`config.mk`:
```
export PLATFORM = sky130hd
export DESIGN_NAME = cpu_arith_bit_branch_exec
export DESIGN_NICKNAME = d
export VERILOG_FILES = /design/src/rtl/exec_pkg.sv /design/src/rtl/cpu_arith_bit_branch_exec.sv /design/src/rtl/carry_add_slice.sv /design/src/rtl/bit_select_unit.sv
export SDC_FILE = /design/constraint.sdc
export NUM_CORES = 1
export LEC_CHECK = 0
export BUFFER_PORTS_ARGS = -buffer_cell sky130_fd_sc_hd__clkbuf_2
export CORE_AREA = 2 2 117 119
export CTS_CLUSTER_DIAMETER = 60
export CTS_CLUSTER_SIZE = 28
export DETAILED_ROUTE_END_ITERATION = 16
export DIE_AREA = 0 0 119 121
export PLACE_DENSITY = 0.59
export SLEW_MARGIN = 20
export SYNTH_ARGS = -nofsm -noshare
export SYNTH_HDL_FRONTEND = slang
export SYNTH_SLANG_ARGS = --single-unit
export TNS_END_PERCENT = 50
```
`constraint.sdc`:
```
create_clock -name ref_clk -period 3.2 [get_ports ref_clk]
set_input_delay 0.16 -clock ref_clk [delete_from_list [all_inputs] [get_ports ref_clk]]
set_output_delay 0.16 -clock ref_clk [all_outputs]
set_load 0.1 [all_outputs]
```
`src/rtl/exec_pkg.sv`:
```
package exec_pkg;

  localparam int PC_W    = 15;
  localparam int DATA_W  = 8;
  localparam int FILE_AW = 7;
  localparam int BIT_W   = 3;
  localparam int OFF_W   = 9;
  localparam int NIB_W   = 4;

  localparam logic [PC_W-1:0]   PC_RESET   = 15'h0000;
  localparam logic [PC_W-1:0]   PC_STEP    = 15'h0001;
  localparam logic [DATA_W-1:0] ACC_RESET  = 8'h00;
  localparam logic [DATA_W-1:0] ZERO_VALUE = 8'h00;

  // polarity of the destination select and its two meanings
  localparam logic DEST_ACC  = 1'b0;
  localparam logic DEST_FILE = 1'b1;

  // operation codes of the decoded instruction word; nop is all zeros
  typedef enum logic [2:0] {
    op_nop                      = 3'h0,
    op_add_acc_to_file          = 3'h1,
    op_add_acc_file_with_carry  = 3'h2,
    op_arith_shift_right_file   = 3'h3,
    op_bit_clear_file           = 3'h4,
    op_bit_test_skip_when_clear = 3'h5,
    op_relative_branch          = 3'h6
  } op_type;

  // four clock phases form one instruction cycle, gray ordered
  typedef enum logic [1:0] {
    phase_q1 = 2'h0,
    phase_q2 = 2'h1,
    phase_q3 = 2'h3,
    phase_q4 = 2'h2
  } phase_type;

  typedef struct packed {
    op_type             op;
    logic               dest;
    logic [BIT_W-1:0]   bit_sel;
    logic [FILE_AW-1:0] file;
    logic [OFF_W-1:0]   offset;
  } inst_type;

  localparam inst_type NOP_INST = '0;

  typedef struct packed {
    logic carry;
    logic digit_carry_flag;
    logic zero;
  } status_type;

  localparam status_type STATUS_RESET = '0;

  typedef struct packed {
    logic [FILE_AW-1:0] addr;
    logic [DATA_W-1:0]  wdata;
    logic               we;
  } file_req_type;

  localparam file_req_type FILE_REQ_RESET = '0;

endpackage

```
`src/rtl/cpu_arith_bit_branch_exec.sv`:
```
// What this block does
// - add accumulator to file register, update flags
// - destination bit picks accumulator or file
// - shift bits right, bit zero into carry
// - shift keeps top bit, touches carry, zero only
// - add with carry sums accumulator, file, carry
// - bit clear zeroes one bit, no flags
// - clear bit found means next slot discarded
// - set bit found means next runs normally
// - branch loads incremented pc plus signed offset
// - branch flushes fetched instruction, two cycles
`timescale 1ns/1ps
module cpu_arith_bit_branch_exec (
  input  wire logic                               ref_clk,
  input  wire logic                               rst,
  output logic          [exec_pkg::PC_W-1:0]      prog_addr,
  input  wire exec_pkg::inst_type                 prog_rdata,
  output exec_pkg::file_req_type                  file_req,
  input  wire logic     [exec_pkg::DATA_W-1:0]    file_rdata,
  output logic          [exec_pkg::DATA_W-1:0]    acc,
  output exec_pkg::status_type                    status,
  output exec_pkg::phase_type                     phase,
  output logic                                    slot_discarded
);
  import exec_pkg::*;

  typedef struct packed {
    phase_type          phase;
    logic [PC_W-1:0]    pc;
    logic [PC_W-1:0]    prog_addr;
    inst_type           exec;
    logic               discarded;
    logic               flush;
    logic [DATA_W-1:0]  operand;
    logic [DATA_W-1:0]  acc;
    status_type         status;
    file_req_type       file;
  } core_state_type;

  localparam core_state_type STATE_RESET = '{
    phase:     phase_q1,
    pc:        PC_RESET,
    prog_addr: PC_RESET,
    exec:      NOP_INST,
    discarded: 1'b1,
    flush:     1'b0,
    operand:   ZERO_VALUE,
    acc:       ACC_RESET,
    status:    STATUS_RESET,
    file:      FILE_REQ_RESET
  };

  core_state_type st;
  core_state_type next_st;

  logic [NIB_W-1:0]  sum_lo;
  logic [NIB_W-1:0]  sum_hi;
  logic              nibble_carry;
  logic              byte_carry;
  logic              add_carry_in;
  logic [DATA_W-1:0] bit_cleared;
  logic              bit_picked;
  logic [PC_W-1:0]   branch_step;

  ////////////////////////////////////////////////////////////////////////////
  // arithmetic and bit helpers

  assign add_carry_in = (st.exec.op == op_add_acc_file_with_carry) ? st.status.carry : 1'b0;

  // the offset is two's complement, so it widens with copies of its sign bit
  assign branch_step = {{(PC_W-OFF_W){st.exec.offset[OFF_W-1]}}, st.exec.offset};

  carry_add_slice #(.W(NIB_W)) add_lo (
    .a         (st.acc[NIB_W-1:0]),
    .b         (st.operand[NIB_W-1:0]),
    .carry_in  (add_carry_in),
    .sum       (sum_lo),
    .carry_out (nibble_carry)
  );

  carry_add_slice #(.W(NIB_W)) add_hi (
    .a         (st.acc[DATA_W-1:NIB_W]),
    .b         (st.operand[DATA_W-1:NIB_W]),
    .carry_in  (nibble_carry),
    .sum       (sum_hi),
    .carry_out (byte_carry)
  );

  bit_select_unit #(.W(DATA_W), .SW(BIT_W)) bit_unit (
    .value   (st.operand),
    .sel     (st.exec.bit_sel),
    .cleared (bit_cleared),
    .picked  (bit_picked)
  );

  ////////////////////////////////////////////////////////////////////////////
  // instruction cycle: q1 address, q2 read, q3 execute, q4 write and fetch

  always_comb begin
    logic [DATA_W-1:0] result;
    logic              write_result;
    result       = ZERO_VALUE;
    write_result = 1'b0;
    next_st      = st;
    case (st.phase)
      phase_q1: begin
        next_st.phase     = phase_q2;
        next_st.prog_addr = st.pc;
        next_st.file.addr = st.exec.file;
      end
      phase_q2: begin
        next_st.phase   = phase_q3;
        next_st.operand = file_rdata;
      end
      phase_q3: begin
        next_st.phase = phase_q4;
        // pc already points past this instruction, so branch is relative to it
        next_st.pc    = st.pc + PC_STEP;
        case (st.exec.op)
          op_add_acc_to_file, op_add_acc_file_with_carry: begin
            result       = {sum_hi, sum_lo};
            write_result = 1'b1;
            next_st.status.carry            = byte_carry;
            next_st.status.digit_carry_flag = nibble_carry;
            next_st.status.zero             = (result == ZERO_VALUE);
          end
          op_arith_shift_right_file: begin
            result       = {st.operand[DATA_W-1], st.operand[DATA_W-1:1]};
            write_result = 1'b1;
            next_st.status.carry = st.operand[0];
            next_st.status.zero  = (result == ZERO_VALUE);
          end
          op_bit_clear_file: begin
            // always written back; the destination bit is not part of this one
            next_st.file.wdata = bit_cleared;
            next_st.file.we    = 1'b1;
          end
          op_bit_test_skip_when_clear: begin
            next_st.flush = ~bit_picked;
          end
          op_relative_branch: begin
            next_st.pc    = st.pc + branch_step;
            next_st.flush = 1'b1;
          end
          default: begin
          end
        endcase
        if (write_result) begin
          if (st.exec.dest == DEST_FILE) begin
            next_st.file.wdata = result;
            next_st.file.we    = 1'b1;
          end else begin
            next_st.acc = result;
          end
        end
      end
      phase_q4: begin
        next_st.phase     = phase_q1;
        next_st.file.we   = 1'b0;
        // a flushed slot still takes its full cycle but does nothing
        next_st.discarded = st.flush;
        next_st.exec      = st.flush ? NOP_INST : prog_rdata;
        next_st.flush     = 1'b0;
      end
      default: begin
        next_st.phase = phase_q1;
      end
    endcase
  end

  always_ff @(posedge ref_clk or posedge rst) begin
    if (rst) begin
      st <= STATE_RESET;
    end else begin
      st <= next_st;
    end
  end

  assign prog_addr      = st.prog_addr;
  assign file_req       = st.file;
  assign acc            = st.acc;
  assign status         = st.status;
  assign phase          = st.phase;
  assign slot_discarded = st.discarded;

  logic q4_now;
  logic q3_now;
  assign q4_now = (st.phase == phase_q4);
  assign q3_now = (st.phase == phase_q3);
endmodule

```
`src/rtl/carry_add_slice.sv`:
```
`timescale 1ns/1ps
// one slice of a ripple adder; two of them give the nibble carry for free
module carry_add_slice #(
  parameter int W = 4
) (
  input  wire logic [W-1:0] a,
  input  wire logic [W-1:0] b,
  input  wire logic         carry_in,
  output logic      [W-1:0] sum,
  output logic              carry_out
);

  logic [W:0] full;

  always_comb begin
    full      = {1'b0, a} + {1'b0, b} + {{W{1'b0}}, carry_in};
    sum       = full[W-1:0];
    carry_out = full[W];
  end

endmodule

```
`src/rtl/bit_select_unit.sv`:
```
`timescale 1ns/1ps
module bit_select_unit #(
  parameter int W  = 8,
  parameter int SW = 3
) (
  input  wire logic [W-1:0]  value,
  input  wire logic [SW-1:0] sel,
  output logic      [W-1:0]  cleared,
  output logic               picked
);

  always_comb begin
    cleared = value;
    cleared[sel] = 1'b0;
    picked = value[sel];
  end

endmodule

```
# Yosys cells after proc, flatten, opt, wreduce, memory -nomap -nowiden
# Index checks and enable logic that the tools add are counted.
# totals
reg_bits	92
output_inout_bits	45
wordCells	71
# op_classes
add_sub_neg	6
magnitude_cmp	2
eq_ne	10
muxes	19
n_bitwise	4
reduce_logical	12
# op_table
operator	count
$mux W9	3
$mux W23	1
$logic_not A8 Y1	2
$pmux W8 S2	1
$add A15 B1 Y15 const B	1
$add A15 B15 Y15	1
$mux W15	1
$add A4 B4 Y5	2
$add A5 B1 Y5	2
$pmux W1 S2	5
$eq A3 B3 Y1 const B	3
$and A8 B8 Y8	1
$not A8 Y8	1
$pmux W2 S4	1
$eq A3 B2 Y1 const B	2
$reduce_and A2 Y1	3
$mux W1	5
$eq A2 B2 Y1 const B	2
$lt A3 B4 Y1 const B	1
$reduce_bool A2 Y1	2
$bmux W1 S3	1
$demux W1 S3	1
$eq A3 B1 Y1 const B	1
$ge A3 B1 Y1 const B	1
8 further kinds	9

# Depth between registers and ports, before layout
# logic_depth
depth_word	10
depth_mapped	15
depth_no_buf	14

# Modules after synthesis
# A second synthesis with hierarchy kept.
# hier_totals
hier_cells	508
area_unflattened_um2	5196.2
# modules_own_cells
mod	instances	cells_each	area_per_inst_um2	seq_area_each_um2
cpu_arith_bit_branch_exec	1	458	4745.8	2303.5
carry_add_slice	2	16	143.9	0.0
bit_select_unit	1	18	162.7	0.0

# Worst setup path before layout
# Ideal clock, no wire load.
# synth_path
path_kind	reg2reg
startpoint	reg st[59] in the netlist's numbering
endpoint	reg st, in the netlist status[0]
setup_time_ps	82
t_arrival_ps	3065
required_ps	3118
setup_slack_ps	53
stages_incl_launch_ff	15
path_buffers	1
period_less_slack_ps	3147
path_cell_list	dfrtp_1 > clkbuf_1 > nand4bb_1 > fa_1 > inv_1 > fa_1 > a21o_1 > a21oi_1 > fa_1 > inv_1 > fa_1 > nor3_1 > nand4_1 > or3_1 > a31oi_1
# synth_via
elab_chain_len	6
# synth_rtl
element	line	rtl
start: declaration	cpu_arith_bit_branch_exec.sv:53	core_state_type st;
start signal: assignment	cpu_arith_bit_branch_exec.sv:175	st <= next_st;
$eq A3 B2 Y1	cpu_arith_bit_branch_exec.sv:68, cpu_arith_bit_branch_exec.sv:119	
$mux W1	cpu_arith_bit_branch_exec.sv:68	assign add_carry_in = (st.exec.op == op_add_acc_file_with_carry) ? st.status.carry : 1'b0;
$add A5 B1 Y5 (2 in a row)	carry_add_slice.sv:16	full = {1'b0, a} + {1'b0, b} + {{W{1'b0}}, carry_in};
$logic_not A8 Y1	cpu_arith_bit_branch_exec.sv:125	next_st.status.zero = (result == ZERO_VALUE);
$pmux W1 S2	cpu_arith_bit_branch_exec.sv:119	case (st.exec.op)
# Parallel ways exist; a longest one is shown, timed or not.
# A chain may end at the register's enable or synchronous reset.

# Worst setup path after layout
# layout_path
startpoint	reg st, in the netlist status[2]
endpoint	reg st, in the netlist status[0]
# layout_via
elab_chain_len	5
# layout_rtl
element	line
$mux W1 (*)	cpu_arith_bit_branch_exec.sv:68
$add A5 B1 Y5 (*)	carry_add_slice.sv:16
$add A5 B1 Y5	carry_add_slice.sv:16
$logic_not A8 Y1 (*)	cpu_arith_bit_branch_exec.sv:125
$pmux W1 S2 (*)	cpu_arith_bit_branch_exec.sv:119
# Every way passes the cells marked *; elsewhere a longest branch is shown, timed or not.

==> run metrics <==
total internal power=about 2.8 mW; Finished Cell Area=5856 um2; ys flop type=dfrtp_1; WL final=11,320 um; endpoints failing hold=58; Cell Count Post-Placement=713; Via density=5.032; Syn-to-layout area delta=10.59%; Hold Buf Count CTS=0; slew margin rel.=0.4651; GRT met2 Usage=0.2615; GR peak layer=met2; num ports=approximately 80; DRC Markers=0; Psw=approximately 3 mW; Total Power=5.811 mW; PortBufs=77; Hold WC Path Type=input port to async pin; GR Util met1=0.2377; Core Box Area=13,090 um2; status=finished with violations; die area=14,400 um2; Clock Latency Late Sink=about 0.35 ns; GRT Util Overall=0.1704; Reg clk slew, reported paths=0.07 ns; Final setup viols=0; Seq/Total Area, Yosys=0.4350; Area after DPL=roughly 5500 um2; Final GP Congestion=0.8809; Ant. Diodes=0; nets=607; part of the power in registers=0.302; TritonCTS Buffers=9; Sink Count=92; clock share of power=0.186; first-pass GRT wire length=around 19,000 um; initial antenna violation count=0; RSZ-0062 raised after global routing=true; combinational group share of total power=0.512; fmax=324.9 MHz; Fin Clk Skew=between 0.006 and 0.007 ns; Util after Layout=0.4475; Distinct cells, synth=62; Setup WS post-layout=~0.12 ns; via count=around 3,700; met3 GRT Util=0.03055; mapped cell area=between 5000 and 6000 um2; Final min period=3.078 ns; Post-Syn Area per Cell=approximately 10 um2; Yosys warning total=0; worst path required time=3.48 ns; CP max FO=3; root buf cell=clkbuf_16; Arr. time, crit path=3.35 ns; Routed Antenna Nets=0; maximum number of pins on one net before global-route repair=62; Max Cap Viol=0; Peak VDD IR=between 0.0004 and 0.0005 V; Place WS=~0.0012 ns; Max Slew Vio Count=0; CP endpoint kind=register; Hold WS=-0.06131 ns; std cell rows=42; sw frac=0.5145; crit share post-route=0.9617; setup tns final=0 ns; die width=roughly 120 um; Worst Max-Slew Pin Slew=between 0.8 and 0.9 ns; failing checks=hold timing; Post-synth EDFFs=0; DRT iter0 DRCs=153; count of state elements after synthesis=92; 1st-pass router iterations=4; Syn Nets=approximately 580; DIE HEIGHT=121 um; routed len/inst=15.50 um; Layout Cells excl Fill=730; initial cell density of the core=0.4047; pwr/cell area=about 990 nW/um2; H-tree depth=3; CTS tree=done; final global-route overflow total=0; Syn Inst Count=518; ys async rst share=1.000; dpl hpwl=8273 um; static leakage=2.765 nW; Setup crit start kind=register; crit path kind=register to register; vias in the first global route=3,737; clk buf depth=2; ratio of cells with drive above 1 in the final layout=0.3069
-- critical path, cell delays in order, from the launching register on --
cell and delay [ns]:
dfrtp_1 0.39, nand4bb_1 0.13, fa_2 0.21, inv_2 0.04, fa_2 0.33, a21o_1 0.18, a21oi_2 0.16, fa_2 0.22
inv_2 0.05, fa_2 0.39, xor2_1 0.20, nor3_2 0.11, nand4_1 0.10, or3_1 0.31, a31oi_1 0.17
-- layer usage --
metal / vias to the layer above / part of all wire
met5: - / 0
met1: 1775 / 0.48
li1: 1811 / -
met3: 13 / 0.043
met2: 74 / 0.45
met4: 0 / 0.019
-- placed cells by master (no fill, tap or decap), drive strengths merged, types with 2 or more instances in the layout --
| master | n |
|---|---|
| o21ba | 2 |
| nor2b | 3 |
| o21bai | 2 |
| xnor2 | 7 |
| o211ai | 2 |
| fa | 5 |
| nand2 | 47 |
| xor2 | 11 |
| mux2 | 33 |
| nand3 | 4 |
| clkinvlp | 2 |
| ha | 20 |
| a211oi | 2 |
| nand3b | 3 |
| o31ai | 4 |
| nor3 | 5 |
| clkinv | 3 |
| or2b | 2 |
| o22a | 6 |
| inv | 15 |
| and3 | 2 |
| and2 | 7 |
| or3 | 3 |
| a211o | 3 |
| nor2 | 20 |
| buf | 13 |
| a21o | 9 |
| nand2b | 29 |
| a21oi | 34 |
| o21a | 3 |
| a22oi | 6 |
| a22o | 2 |
| o21ai | 50 |
| clkbuf | 86 |
| mux2i | 2 |
| mux4 | 2 |
| dfrtp | 91 |
-- path summary, 6_finish.rpt --
path | slack [ns] | cells after the start | start | end
setup / recovery | 0.12 | 14 | status[2] | status[0]
hold / removal | -0.06 | 2 | rst | branch_step[1]
setup reg to reg | 0.12 | 14 | status[2] | status[0]
hold reg to reg | 0.47 | 2 | branch_step[4] | branch_step[4]
max in group asynchronous | 2.50 | 3 | rst | st[85]
min in group ref_clk | 0.01 | 3 | file_rdata[4] | st[31]
-- cells by family (layout without fill, tap and decap cells) --
kind of cell	after synthesis	in the layout	share of synthesized area
AOI/OAI and AO/OA	130	130	0.1581
adders and majority gates	25	25	0.06616
DFF	92	92	0.4350
buffers and inverters	84	120	0.09830
muxes	37	37	0.08247
and+or+nand+nor	132	132	0.1302
xor gates and xnor gates	18	18	0.02977
-- power by group through the flow --
| stage | clock network [mW] | logic (mW) | registers, mW |
|---|---|---|---|
| floorplan | 0 | 2.83 | 1.69 |
| global placement | 0 | 2.91 | 1.76 |
| detailed placement | 0 | 2.93 | 1.78 |
| CTS | 1.11 | 2.95 | 1.76 |
| global route | 1.16 | 3.16 | 1.81 |
| finish | 1.08 | 2.97 | 1.76 |
-- repair_timing --
| action | in CTS | in global routing |
|---|---|---|
| setup buffers | 0 | 1 |
| pin swaps | 1 | 2 |
| hold endpoints to repair | 0 | 0 |
| gates resized for setup | 1 | 8 |
| endpoints found under the setup margin | 1 | 1 |
-- cell usage after synthesis (2+ instances only) --
cell	n	area, um2
and2_1	6	37.54
o21bai_1	2	15.01
a22o_1	2	17.52
buf_4	45	337.8
a22oi_1	6	45.04
or3_1	3	18.77
inv_1	14	52.55
o21ba_2	2	20.02
and3_2	2	15.01
o31ai_1	4	30.03
nor2b_1	3	18.77
o21a_1	3	22.52
ha_1	20	250.2
fa_1	5	100.1
a211o_1	3	26.28
nand3b_1	3	22.52
mux4_2	2	45.04
mux2i_1	2	20.02
mux2_2	33	371.6
xnor2_1	7	61.31
a21o_1	8	60.06
dfrtp_1	91	2277
clkbuf_1	18	67.56
o22a_1	6	52.55
xor2_1	11	96.34
buf_6	3	33.78
nand2b_1	29	181.4
nor3_1	4	20.02
nand2_1	47	176.4
a21oi_1	32	160.2
o21ai_0	49	245.2
nor2_1	19	71.32
nand3_1	4	20.02
buf_2	2	10.01
-- cell type report --
cell class / instances / area, um2
clock buffer: 9 / 225.2
multi-input combinational: 342 / 2492
tap: 176 / 220.2
fill: 1279 / 7229
sequential: 92 / 2303
timing repair buffer: 90 / 483.0
inverter: 14 / 55.05
clock inverter: 7 / 76.32
-- flip-flops by register name, indices dropped and copies added, names as in the netlist --
name	count
st	38
file_req	16
prog_addr	15
branch_step	9
acc	8
status	3
phase	2
slot_discarded	1
Power figures use the tool's default switching activity.
